**src/core/ebp_params.svh**
```systemverilog
// Purpose: Constants for the external bus port
// Assumes: 100 MHz mclk_in
// Notes:   Included by every design file of the port
`ifndef EBP_PARAMS_SVH
`define EBP_PARAMS_SVH

`define EBP_BUS_W        16
`define EBP_BYTE_W       8
`define EBP_LVL_W        6
`define EBP_FIFO_DEPTH   32
`define EBP_WAIT_CYCLES  2
`define EBP_CLK_DIV      4
`define EBP_STRB_CYCLES  3'h5
`define EBP_ONE_LVL      6'h01
`define EBP_TWO_LVL      6'h02
`define EBP_ZERO_BYTE    8'h00
`define EBP_ZERO_WORD    16'h0000

`endif

```
**src/core/ebp_pkg.sv**
```systemverilog
// Purpose: Types shared by the external bus port
// Assumes: ebp_params.svh defines widths
// Notes:   Types only, no constants
`include "ebp_params.svh"
package ebp_pkg;

    // One-hot master transfer states
    typedef enum logic [4:0] {
        EBP_IDLE  = 5'b0_0001,
        EBP_SETUP = 5'b0_0010,
        EBP_STRB  = 5'b0_0100,
        EBP_HOLD  = 5'b0_1000,
        EBP_DONE  = 5'b1_0000
    } ebp_state_t;

    // Pin bundle for the two-way data bus
    typedef struct packed {
        logic [`EBP_BUS_W-1:0] data;
        logic                  oe;
    } ebp_bus_t;

    // Word stream between port and fifos
    typedef struct packed {
        logic [`EBP_BUS_W-1:0] data;
        logic                  valid;
    } ebp_word_t;

endpackage

```
**src/core/ebp_sync3.sv**
```systemverilog
// Purpose: Three-stage pin synchroniser with agreement filter
// Assumes: One clock domain
// Notes:   First stage feeds only the second stage
`timescale 1ns/1ps
`default_nettype none
`include "ebp_params.svh"
module ebp_sync3 import ebp_pkg::*; #(
    parameter int W = 1
) (
    // Clock and reset
    input  wire logic         mclk_in,
    input  wire logic         rst_in,
    input  wire logic         ce_in,
    // Pins
    input  wire logic [W-1:0] pin_in,
    output logic      [W-1:0] level_out
);
    typedef struct packed {
        logic [W-1:0] s1;
        logic [W-1:0] s2;
        logic [W-1:0] s3;
        logic [W-1:0] lvl;
    } ebp_sync_t;

    ebp_sync_t r;
    ebp_sync_t next_r;

    always_comb begin
        next_r    = r;
        next_r.s1 = pin_in;
        next_r.s2 = r.s1;
        next_r.s3 = r.s2;
        // Change accepted once two late stages agree
        for (int i = 0; i < W; i++) begin
            if (r.s2[i] == r.s3[i]) begin
                next_r.lvl[i] = r.s3[i];
            end
        end
    end

    always_ff @(posedge mclk_in or posedge rst_in) begin
        if (rst_in) begin
            r <= '0;
        end else if (ce_in) begin
            r <= next_r;
        end
    end

    assign level_out = r.lvl;
endmodule // ebp_sync3
`default_nettype wire

```
**src/core/ebp_fifo.sv**
```systemverilog
// Purpose: Flip-flop fifo with fill level
// Assumes: Single clock
// Notes:   Depth must be a power of two
`timescale 1ns/1ps
`default_nettype none
`include "ebp_params.svh"
module ebp_fifo import ebp_pkg::*; #(
    parameter int W = `EBP_BUS_W,
    parameter int D = `EBP_FIFO_DEPTH,
    parameter int A = $clog2(D)
) (
    // Clock and reset
    input  wire logic         mclk_in,
    input  wire logic         rst_in,
    input  wire logic         ce_in,
    // Write side
    input  wire logic         wr_in,
    input  wire logic [W-1:0] wdata_in,
    // Read side
    input  wire logic         rd_in,
    output logic      [W-1:0] rdata_out,
    // Status
    output logic      [A:0]   level_out
);
    typedef struct packed {
        logic [D-1:0][W-1:0] mem;
        logic [A-1:0]        wp;
        logic [A-1:0]        rp;
        logic [A:0]          lvl;
    } ebp_fifo_st_t;

    ebp_fifo_st_t r;
    ebp_fifo_st_t next_r;
    logic         do_wr;
    logic         do_rd;

    always_comb begin
        next_r = r;
        // Overflow and underflow are dropped, never wrapped
        do_wr  = wr_in && (r.lvl != (A+1)'(D));
        do_rd  = rd_in && (r.lvl != '0);
        if (do_wr) begin
            next_r.mem[r.wp] = wdata_in;
            next_r.wp        = r.wp + 1'b1;
        end
        if (do_rd) begin
            next_r.rp = r.rp + 1'b1;
        end
        next_r.lvl = r.lvl + (A+1)'(do_wr) - (A+1)'(do_rd);
    end

    always_ff @(posedge mclk_in or posedge rst_in) begin
        if (rst_in) begin
            r <= '0;
        end else if (ce_in) begin
            r <= next_r;
        end
    end

    assign rdata_out = r.mem[r.rp];
    assign level_out = r.lvl;
endmodule // ebp_fifo
`default_nettype wire

```
**src/core/ebp_port.sv**
```systemverilog
// Purpose: Parallel external bus port, master or slave, 8 or 16 bit
// Assumes: Pins synchronised here; fifo user side on mclk_in
// Notes:   Master strobes the far slave; slave follows the far master
// ======================================================================
// Notes on behaviour
// Data width is selectable between 8 and 16 bits and data lines are two-way.
// Sixteen data lines are driven on outgoing and sampled on incoming transfers.
// Direction line is an input in slave mode and driven by the port as master.
// The bus master drives direction high for writes and low for reads.
// As master the port drives a read enable so the far slave returns data.
// As slave the read enable is unused and held high.
// Read request is high while the transmit fifo holds one access worth of data.
// Receive full is high while the receive fifo level reaches its watermark.
// Active low wait holds an access until data is ready or accepted.
// One two-way line carries bus clock as master or chip select as slave.
// In 8-bit mode only the low eight lines carry data; upper lines idle low.
`timescale 1ns/1ps
`default_nettype none
`include "ebp_params.svh"
module ebp_port import ebp_pkg::*; #(
    parameter int BUS_W = `EBP_BUS_W,
    parameter int DEPTH = `EBP_FIFO_DEPTH,
    parameter int LVL_W = `EBP_LVL_W
) (
    // Clock and reset
    input  wire logic             mclk_in,
    input  wire logic             rst_in,
    input  wire logic             ce_in,

    // Configuration
    input  wire logic             master_mode_in,
    input  wire logic             wide_mode_in,
    input  wire logic [LVL_W-1:0] rx_watermark_in,

    // Master access request
    input  wire logic             m_start_in,
    input  wire logic             m_write_in,

    // Transmit fifo fill side
    input  wire logic             tx_push_in,
    input  wire logic [BUS_W-1:0] tx_data_in,

    // Receive fifo drain side
    input  wire logic             rx_pop_in,
    output logic      [BUS_W-1:0] rx_data_out,
    output logic      [LVL_W-1:0] rx_level_out,

    // Data pins
    input  wire logic [BUS_W-1:0] port_data_bus_in,
    output logic      [BUS_W-1:0] port_data_bus_out,
    output logic                  port_data_bus_oe_out,

    // Clock or select pin
    input  wire logic             port_clock_or_select_in,
    output logic                  port_clock_or_select_out,
    output logic                  port_clock_or_select_oe_out,

    // Direction pin
    input  wire logic             transfer_direction_in,
    output logic                  transfer_direction_out,
    output logic                  transfer_direction_oe_out,

    // Wait pin, active low, two-way
    input  wire logic             wait_n_in,
    output logic                  wait_n_out,
    output logic                  wait_n_oe_out,

    // Status pins
    output logic                  read_enable_out,
    output logic                  read_request_out,
    output logic                  receive_full_flag_out,
    output logic                  m_done_out
);
    typedef struct packed {
        ebp_state_t            st;
        logic [BUS_W-1:0]      dout;
        logic                  doe;
        logic                  ck;
        logic                  ckoe;
        logic                  dir;
        logic                  diroe;
        logic                  rden;
        logic                  wt;
        logic                  wtoe;
        logic                  rreq;
        logic                  rxf;
        logic                  done;
        logic [2:0]            cnt;
        logic                  armed;
        logic                  sel_d;
        logic [LVL_W-1:0]      rxl;
        logic [BUS_W-1:0]      rxd;
    } ebp_port_st_t;

    ebp_port_st_t     r;
    ebp_port_st_t     next_r;

    logic [BUS_W-1:0] din;
    logic [2:0]       pins;
    logic             sel_n;
    logic             dir_s;
    logic             wait_s;

    logic             tx_pop;
    logic             rx_push;
    logic [BUS_W-1:0] rx_word;
    logic [BUS_W-1:0] tx_word;
    logic [LVL_W-1:0] tx_lvl;
    logic [LVL_W-1:0] rx_lvl;
    logic [BUS_W-1:0] rx_head;
    logic [LVL_W-1:0] need;
    logic [BUS_W-1:0] tx_lane;
    logic [2:0]       pins_raw;

    // ==================================================================
    // Pin synchronisers
    ebp_sync3 #(.W(BUS_W)) u_dsync (
        .mclk_in   (mclk_in),
        .rst_in    (rst_in),
        .ce_in     (ce_in),
        .pin_in    (port_data_bus_in),
        .level_out (din)
    );

    ebp_sync3 #(.W(3)) u_csync (
        .mclk_in   (mclk_in),
        .rst_in    (rst_in),
        .ce_in     (ce_in),
        .pin_in    (pins_raw),
        .level_out (pins)
    );
    assign pins_raw = {port_clock_or_select_in, transfer_direction_in, wait_n_in};
    assign sel_n  = pins[2];
    assign dir_s  = pins[1];
    assign wait_s = pins[0];

    // ==================================================================
    // Fifos
    ebp_fifo #(.W(BUS_W), .D(DEPTH), .A(LVL_W-1)) u_txf (
        .mclk_in   (mclk_in),
        .rst_in    (rst_in),
        .ce_in     (ce_in),
        .wr_in     (tx_push_in),
        .wdata_in  (tx_data_in),
        .rd_in     (tx_pop),
        .rdata_out (tx_word),
        .level_out (tx_lvl)
    );

    ebp_fifo #(.W(BUS_W), .D(DEPTH), .A(LVL_W-1)) u_rxf (
        .mclk_in   (mclk_in),
        .rst_in    (rst_in),
        .ce_in     (ce_in),
        .wr_in     (rx_push),
        .wdata_in  (rx_word),
        .rd_in     (rx_pop_in),
        .rdata_out (rx_head),
        .level_out (rx_lvl)
    );

    // One access moves one fifo word in either width
    assign need    = `EBP_ONE_LVL;
    // Upper lines ignored in 8-bit mode
    assign rx_word = wide_mode_in ? din : {`EBP_ZERO_BYTE, din[`EBP_BYTE_W-1:0]};
    // Outgoing word, upper byte idle in 8-bit mode
    assign tx_lane = wide_mode_in ? tx_word : {`EBP_ZERO_BYTE, tx_word[`EBP_BYTE_W-1:0]};

    // ==================================================================
    // Transfer control
    always_comb begin
        next_r      = r;
        tx_pop      = 1'b0;
        rx_push     = 1'b0;
        next_r.done = 1'b0;
        next_r.sel_d = sel_n;
        next_r.rxl  = rx_lvl;
        next_r.rxd  = rx_head;

        next_r.rreq = (tx_lvl >= need);
        next_r.rxf  = (rx_lvl >= rx_watermark_in);

        if (master_mode_in) begin
            // Master owns direction, clock and read enable
            next_r.diroe = 1'b1;
            next_r.ckoe  = 1'b1;
            next_r.wtoe  = 1'b0;
            next_r.wt    = 1'b1;
            // Slave side must see select high before its first access
            next_r.armed = 1'b0;

            unique case (r.st)
                EBP_IDLE: begin
                    next_r.ck   = 1'b0;
                    next_r.rden = 1'b1;
                    next_r.doe  = 1'b0;
                    if (m_start_in && (!m_write_in || tx_lvl >= need)) begin
                        next_r.dir = m_write_in;
                        next_r.st  = EBP_SETUP;
                        if (m_write_in) begin
                            next_r.doe  = 1'b1;
                            next_r.dout = tx_lane;
                            tx_pop      = 1'b1;
                        end
                    end
                end

                EBP_SETUP: begin
                    next_r.ck   = 1'b1;
                    next_r.rden = r.dir;
                    next_r.cnt  = 3'h0;
                    next_r.st   = EBP_STRB;
                end

                EBP_STRB: begin
                    // Strobe outlasts the pin sync so read data has settled
                    if (r.cnt != `EBP_STRB_CYCLES) begin
                        next_r.cnt = r.cnt + 3'h1;
                    end else if (wait_s) begin
                        // Far slave stretches the strobe with wait
                        next_r.st = EBP_HOLD;
                        if (!r.dir) begin
                            rx_push = 1'b1;
                        end
                    end
                end

                EBP_HOLD: begin
                    next_r.ck   = 1'b0;
                    next_r.rden = 1'b1;
                    next_r.st   = EBP_DONE;
                end

                EBP_DONE: begin
                    next_r.doe  = 1'b0;
                    next_r.dir  = 1'b0;
                    next_r.done = 1'b1;
                    next_r.st   = EBP_IDLE;
                end

                default: begin
                    next_r.st = EBP_IDLE;
                end
            endcase
        end else begin
            // Slave: direction and select come from the far master
            next_r.st    = EBP_IDLE;
            next_r.diroe = 1'b0;
            next_r.ckoe  = 1'b0;
            next_r.ck    = 1'b1;
            next_r.rden  = 1'b1;
            // Stale low select from a mode switch is no access
            next_r.armed = r.armed || sel_n;
            next_r.wtoe  = r.armed && !sel_n;
            next_r.doe   = r.armed && !sel_n && !dir_s;

            // Wait low until the word is ready or room exists
            next_r.wt    = dir_s ? (rx_lvl != LVL_W'(DEPTH)) : (tx_lvl >= need);
            if (!r.doe && !dir_s && !sel_n) begin
                next_r.dout = tx_lane;
            end

            // Access ends on select release
            if (r.armed && sel_n && !r.sel_d) begin
                if (dir_s) begin
                    rx_push = 1'b1;
                end else begin
                    tx_pop = 1'b1;
                end
                next_r.done = 1'b1;
            end
        end
    end

    always_ff @(posedge mclk_in or posedge rst_in) begin
        if (rst_in) begin
            r       <= '0;
            r.st    <= EBP_IDLE;
            // Active low pins idle high
            r.rden  <= 1'b1;
            r.wt    <= 1'b1;
            r.sel_d <= 1'b1;
        end else if (ce_in) begin
            r <= next_r;
        end
    end

    // ==================================================================
    // Outputs, all from flip-flops
    assign port_data_bus_out           = r.dout;
    assign port_data_bus_oe_out        = r.doe;
    assign port_clock_or_select_out    = r.ck;
    assign port_clock_or_select_oe_out = r.ckoe;
    assign transfer_direction_out      = r.dir;
    assign transfer_direction_oe_out   = r.diroe;
    assign wait_n_out                  = r.wt;
    assign wait_n_oe_out               = r.wtoe;
    assign read_enable_out             = r.rden;
    assign read_request_out            = r.rreq;
    assign receive_full_flag_out       = r.rxf;
    assign m_done_out                  = r.done;
    // Head and level lag the fifo by one cycle
    assign rx_data_out                 = r.rxd;
    assign rx_level_out                = r.rxl;
endmodule // ebp_port
`default_nettype wire

```
**config.mk**
```make
export PLATFORM = sky130hd
export DESIGN_NAME = ebp_port
export DESIGN_NICKNAME = d
export VERILOG_FILES = /design/src/core/ebp_pkg.sv /design/src/core/ebp_sync3.sv /design/src/core/ebp_fifo.sv /design/src/core/ebp_port.sv
export VERILOG_INCLUDE_DIRS = /design/src /design/src/core
export SDC_FILE = /design/constraint.sdc
export NUM_CORES = 2
export LEC_CHECK = 0
export BUFFER_PORTS_ARGS = -buffer_cell sky130_fd_sc_hd__buf_2
export CORE_UTILIZATION = 45
export CTS_CLUSTER_SIZE = 8
export DETAILED_ROUTE_END_ITERATION = 10
export SYNTH_ARGS = -nofsm -noshare
export SYNTH_HDL_FRONTEND = slang
export SYNTH_SLANG_ARGS = --single-unit
```
**constraint.sdc**
```tcl
create_clock -name mclk_in -period 80.7 [get_ports mclk_in]
set_clock_uncertainty 0.05 [all_clocks]
set_input_delay 20.175 -clock mclk_in [delete_from_list [all_inputs] [get_ports mclk_in]]
set_output_delay 20.175 -clock mclk_in [all_outputs]
set_load 0.01 [all_outputs]
```
Word-level counts from Yosys, hierarchy flattened --
Cells that the tools add are included.
Storage, ports and cells: word-level logic and storage cells 268, register bits 1191, bits of input ports 50, output and inout port bits 49
Cells by class: equality and inequality tests 37, muxes and demuxes 46, $add $sub $neg 9, magnitude comparators 8, reduce and logical (&&, ||, !) cells 55
Operators by type and width (number):
- $bwmux W512 | 2
- $bmux W16 S5 | 2
- $demux W16 S5 | 2
- $mux W16 | 8
- $reduce_and A2 Y1 | 25
- $lt A5 B6 Y1 const B | 4
- $mux W24 | 1
- $mux W22 | 1
- $add A5 B1 Y5 const B | 4
- $pmux W5 S4 | 1
- $eq A1 B1 Y1 | 19
- $mux W1 | 19
- $mux W17 | 1
- $logic_and A1 B1 Y1 | 13
- $add A6 B1 Y6 | 2
- $ne A6 B6 Y1 const B | 2
- $reduce_and A4 Y1 | 3
- $reduce_bool A6 Y1 | 2
- $sub A6 B1 Y6 | 2
- $ge A5 B1 Y1 const B | 2
- $mux W5 | 2
- $ne A3 B3 Y1 const B | 3
- $pmux W1 S2 | 4
- $ge A6 B1 Y1 const B | 1
- other kinds (19) | 30

Longest topological paths before layout --
depth in word-level cells 8, gate-level depth with buffers 15

By module --
Synthesis repeated with hierarchy kept, for this count alone.
Unflattened totals: cell total of the unflattened synthesis 3742, area total of the unflattened synthesis 55618.3 µm²
By module, submodules not included:
- ebp_fifo (u_txf) | times used 1, area each 24961.4 µm², cells an instance 1648
- ebp_fifo (u_rxf) | times used 1, area each 24292.0 µm², cells an instance 1581
- ebp_port | times used 1, area each 3155.5 µm², cells an instance 288
- ebp_sync3 (u_dsync) | times used 1, area each 2701.3 µm², cells an instance 188
- ebp_sync3 (u_csync) | times used 1, area each 508.0 µm², cells an instance 37

Worst setup path after synthesis --
Ideal clock, no wire load.
path type input to register, start in master_mode_in, end reg u_txf.r (netlist bit u_txf.level_out[5]), setup slack 57.935 ns, buffers on the path 0, data required time 80.514 ns, library setup time 0.136 ns, arrival 22.579 ns, stages 11, cell sequence or4bb_1 -> a311o_1 -> a22oi_1 -> ha_1 -> inv_1 -> ha_1 -> a21o_1 -> a21oi_1 -> o21bai_1 -> nand4_1 -> or3b_2
Between the ends: longest elaborated chain between the ends 3
Ends and longest elaborated chain:
- start: declaration | RTL line ebp_port.sv:31 | input wire logic master_mode_in,
- $mux W1 | RTL line ebp_port.sv:182 | if (master_mode_in) begin
- $logic_and A1 B1 Y1 | RTL line ebp_fifo.sv:41 | do_rd = rd_in && (r.lvl != '0);
- $sub A6 B1 Y6 | RTL line ebp_fifo.sv:49 | next_r.lvl = r.lvl + (A+1)'(do_wr) - (A+1)'(do_rd);
- end signal: assignment | RTL line ebp_fifo.sv:56 | r <= next_r;
- end: declaration | RTL line ebp_fifo.sv:32 | ebp_fifo_st_t r;
No other way between the ends. A chain may end at the register's enable or synchronous reset.

==> flow_summary.json <==
{
  "power.ir.vdd_worst_uv": 24.8,
  "gr-max-usage-layer": "met2",
  "post-route-min-period_ns": 23.50,
  "violations_in_the_final_reports": "design-rule violations",
  "timing.setup.tns_ns": 0,
  "vias_in_the_first_global_route": 33307,
  "floorplan.die.height_um": 349,
  "timing.critical_path.from_type": "primary input",
  "clock_path_buffers": 3,
  "clock-root-buffer": "sky130_fd_sc_hd__clkbuf_16",
  "synthesis.area_per_instance_um2": 13.7,
  "total_leakage_power_nw": 27.7,
  "drt_first_iter_violations": 2286,
  "ioPinCount": 99,
  "numPlacedInstances": 5353,
  "dieArea_um2": 122000,
  "dieWidth_um": 349,
  "via_count": 31661,
  "count_of_endpoints_failing_hold_in_the_final_timing_report": 0,
  "worstPathBufferInverterCount": 6,
  "crit_family": "buffers and inverters",
  "areaGrowthSynthToFinish_pct": 10.3,
  "antenna_found_initial": 2,
  "cts_post_setup_buffers_inserted": 0,
  "crit_path_frequent_cell": "sky130_fd_sc_hd__buf_4",
  "portBuffers": 98,
  "drtAntennaViolNets": 0,
  "setup-violations-final": 0,
  "core_area_um2": 120000,
  "drive_gt1_share_pct": 36.8,
  "globalplace.congestion": 0.753,
  "globalRouteMet1Util_pct": 28.7,
  "tightest_slew_ns": 1.22,
  "holdCritPathClass": "reg2reg",
  "timing.critical_path.arrival_ns": 24.18,
  "h-tree-depth": 4,
  "post-route-drc-count": 2,
  "fillers": 10494,
  "design.final.nets": 4000,
  "synthesis.nets": 4051,
  "grt_start_max_net_pins": 190,
  "final_cells": 5557,
  "dpl.hpwl_um": 75700,
  "slew_headroom_pct": 18.6,
  "cp-end-kind": "async pin",
  "groute.layer.met2.usage_pct": 36.4,
  "synth_enable_flop_cells": 0,
  "max_freq_ghz": 0.0425,
  "worst_ep_required_time_ns": 81.38,
  "sinks_on_the_clock_net": 1190,
  "synth_top_flop_cell": "sky130_fd_sc_hd__dfrtp_1",
  "cellPowerDensity_nw_per_um2": 31.9,
  "ys_ff_latch": 1190,
  "avgViaCountPerCell": 5.70,
  "run_status": "finished, violations left",
  "grtUsageTotal_pct": 21.7,
  "crit_path_max_fanout": 177,
  "worst_skew_pair.late_latency_ns": 0.77,
  "tritoncts_clock_tree": "built",
  "synth_async_sr_flop_share_pct": 100,
  "finalWirelength_um": 128000,
  "netlist_area_um2": 54300,
  "grt_first_pass_wirelength_um": 203000,
  "grt_setup_unrepaired": "no",
  "initial_core_utilization_pct": 45.3,
  "layout_worst_path_cycle_share_pct": 29.1,
  "netlist_instances": 3961,
  "ctsResizeCount": 0,
  "number_of_violations_of_the_max_capacitance_limit": 0,
  "diodes_inserted": 0,
  "groute.layer.met3.usage_pct": 3.47,
  "yosys.cell_types.count": 66,
  "ys_seq_area_share_pct": 54.9,
  "critical-path-slowest-cell": "sky130_fd_sc_hd__buf_4",
  "ys_warn_count": 0,
  "cts.hold.buffers_added": 0,
  "final_util_pct": 50.0,
  "drt-pass1-iter-count": 8,
  "cts-buffers-inserted": 167,
  "number_of_placement_rows": 127,
  "timing.final.max_slew_violations": 0,
  "critical_path.max_stage_delay_ns": 0.85,
  "wire_per_inst_um": 23.1,
  "cp_cell_sequence": "buf_2 > inv_8 > buf_4 > buf_4 > buf_4 > buf_12",
  "fin_worst_hold_slack_ns": 0.420,
  "path_class": "in2async",
  "grt-ovfl-total": 0,
  "cts.clk_slew.worst_paths_ns": 0.05
}
## routing by layer
metal  vias to the layer above  wire length, um
li1                      14209                -
met1                     16722            56700
met2                       518            64000
met3                       210             4550
met4                         2             3220
met5                         -               13
## worst register-to-register path, cell delays in order (launching register included)
cell	delay [ns]
sky130_fd_sc_hd__dfrtp_4	0.71
sky130_fd_sc_hd__buf_4	0.62
sky130_fd_sc_hd__buf_4	0.93
sky130_fd_sc_hd__mux4_2	0.66
sky130_fd_sc_hd__nand2b_1	0.16
sky130_fd_sc_hd__a211o_1	0.32
sky130_fd_sc_hd__a32o_1	0.25
## where the power goes
group / switching, mW / internal (mW)
sequential: 0.0870 / 0.715
combinational: 0.252 / 0.232
clock: 0.248 / 0.375
## worst paths after layout
| check | start | endpoint | slack [ns] | cells past startpoint |
|---|---|---|---|---|
| hold reg to reg | u_rxf.r[40] | u_rxf.r[40] | 0.42 | 2 |
| setup / recovery | rst_in | u_rxf.r[77] | 57.20 | 6 |
| hold / removal | u_rxf.r[40] | u_rxf.r[40] | 0.42 | 2 |
| min in group asynchronous | rst_in | u_txf.r[380] | 19.51 | 2 |
| setup reg to reg | u_txf.r[7] | port_data_bus_out[11] | 76.90 | 6 |
| max in group mclk_in | master_mode_in | u_rxf.level_out[4] | 58.02 | 13 |
## cell families after synthesis
family | after synthesis | synth area share (%)
muxes | 1126 | 27.9
xor gates and xnor gates | 22 | 0.355
and+or+nand+nor | 548 | 4.55
buffers and inverters | 436 | 3.96
DFF | 1190 | 54.9
AOI/OAI and AO/OA | 599 | 7.47
adders and majority gates | 40 | 0.949
## placed cells by master (no fill, tap or decap), types with 7 or more instances in the layout
master	instances
sky130_fd_sc_hd__dfrtp_1	1181
sky130_fd_sc_hd__mux2_2	833
sky130_fd_sc_hd__nand2_1	385
sky130_fd_sc_hd__o21ai_0	336
sky130_fd_sc_hd__mux4_2	225
sky130_fd_sc_hd__clkbuf_16	171
sky130_fd_sc_hd__buf_2	97
sky130_fd_sc_hd__o22ai_1	78
sky130_fd_sc_hd__mux2i_1	68
sky130_fd_sc_hd__inv_1	60
sky130_fd_sc_hd__buf_4	54
sky130_fd_sc_hd__a21oi_1	43
sky130_fd_sc_hd__ha_1	38
sky130_fd_sc_hd__and2_1	37
sky130_fd_sc_hd__o2111ai_4	28
sky130_fd_sc_hd__a22oi_1	28
sky130_fd_sc_hd__clkbuf_1	22
sky130_fd_sc_hd__xnor2_1	19
sky130_fd_sc_hd__nor2_1	19
sky130_fd_sc_hd__nor4_1	18
sky130_fd_sc_hd__o221ai_1	15
sky130_fd_sc_hd__a211oi_1	13
sky130_fd_sc_hd__nand3_1	11
sky130_fd_sc_hd__nor3_1	10
sky130_fd_sc_hd__nor3b_1	9
sky130_fd_sc_hd__nand4_1	9
sky130_fd_sc_hd__o31ai_1	9
sky130_fd_sc_hd__nand3b_1	8
sky130_fd_sc_hd__a32o_1	8
sky130_fd_sc_hd__and3_1	7
sky130_fd_sc_hd__nand2b_1	7
## stage by stage
stage / worst slack (ns) / instance area (um2) / power, mW
floorplan: 26.96 / 54300 / 1.16
global placement: 56.30 / 55400 / 1.29
detailed placement: 56.26 / 55400 / 1.30
CTS: 57.08 / 59900 / 1.93
global route: 56.58 / 59900 / 2.01
finish: 57.20 / 59900 / 1.91
## Yosys cell counts, types with 7 or more instances
cell,count,area [um2]
sky130_fd_sc_hd__buf_4,44,330
sky130_fd_sc_hd__o31ai_1,9,67.6
sky130_fd_sc_hd__buf_6,31,349
sky130_fd_sc_hd__clkbuf_1,213,800
sky130_fd_sc_hd__nand2b_1,7,43.8
sky130_fd_sc_hd__nand3_1,11,55.1
sky130_fd_sc_hd__a32o_1,8,80.1
sky130_fd_sc_hd__o221ai_1,15,131
sky130_fd_sc_hd__nand4_1,9,56.3
sky130_fd_sc_hd__a21oi_1,43,215
sky130_fd_sc_hd__ha_1,38,475
sky130_fd_sc_hd__o21ai_0,336,1680
sky130_fd_sc_hd__nor3b_1,9,67.6
sky130_fd_sc_hd__mux2i_1,68,681
sky130_fd_sc_hd__and3_1,7,43.8
sky130_fd_sc_hd__o2111ai_4,28,736
sky130_fd_sc_hd__buf_1,30,113
sky130_fd_sc_hd__nor2_1,20,75.1
sky130_fd_sc_hd__a211oi_1,13,97.6
sky130_fd_sc_hd__dfrtp_1,1186,29700
sky130_fd_sc_hd__nand3b_1,8,60.1
sky130_fd_sc_hd__nor3_1,10,50.1
sky130_fd_sc_hd__mux4_2,225,5070
sky130_fd_sc_hd__and2_1,38,238
sky130_fd_sc_hd__mux2_2,833,9380
sky130_fd_sc_hd__nor4_1,18,113
sky130_fd_sc_hd__nand2_1,386,1450
sky130_fd_sc_hd__o22ai_1,78,488
sky130_fd_sc_hd__xnor2_1,19,166
sky130_fd_sc_hd__buf_2,52,260
sky130_fd_sc_hd__inv_1,61,229
sky130_fd_sc_hd__a22oi_1,28,210
## registers in the layout, summed over array words and instances, names as in the netlist, 3 cells and up
register and cells:
u_dsync.r 16, u_rxf.level_out 6, u_txf.r 522, u_txf.level_out 6
u_csync.next_r 6, rx_level_out 6, u_csync.level_out 3, rx_data_out 16
u_csync.r 3, u_dsync.level_out 16, r 10, port_data_bus_out 16
u_rxf.r 522, u_dsync.next_r 32
## cell type report
cell class	instances	area [um2]	area share (%)
Clock inverter	10	118	0.196
Tap cell	1612	2020	3.37
Timing Repair Buffer	155	965	1.61
Sequential cell	1190	29800	49.7
Clock buffer	194	4380	7.30
Inverter	61	236	0.395
Multi-Input combinational cell	2335	22400	37.4
Power figures use the tool's default switching activity.
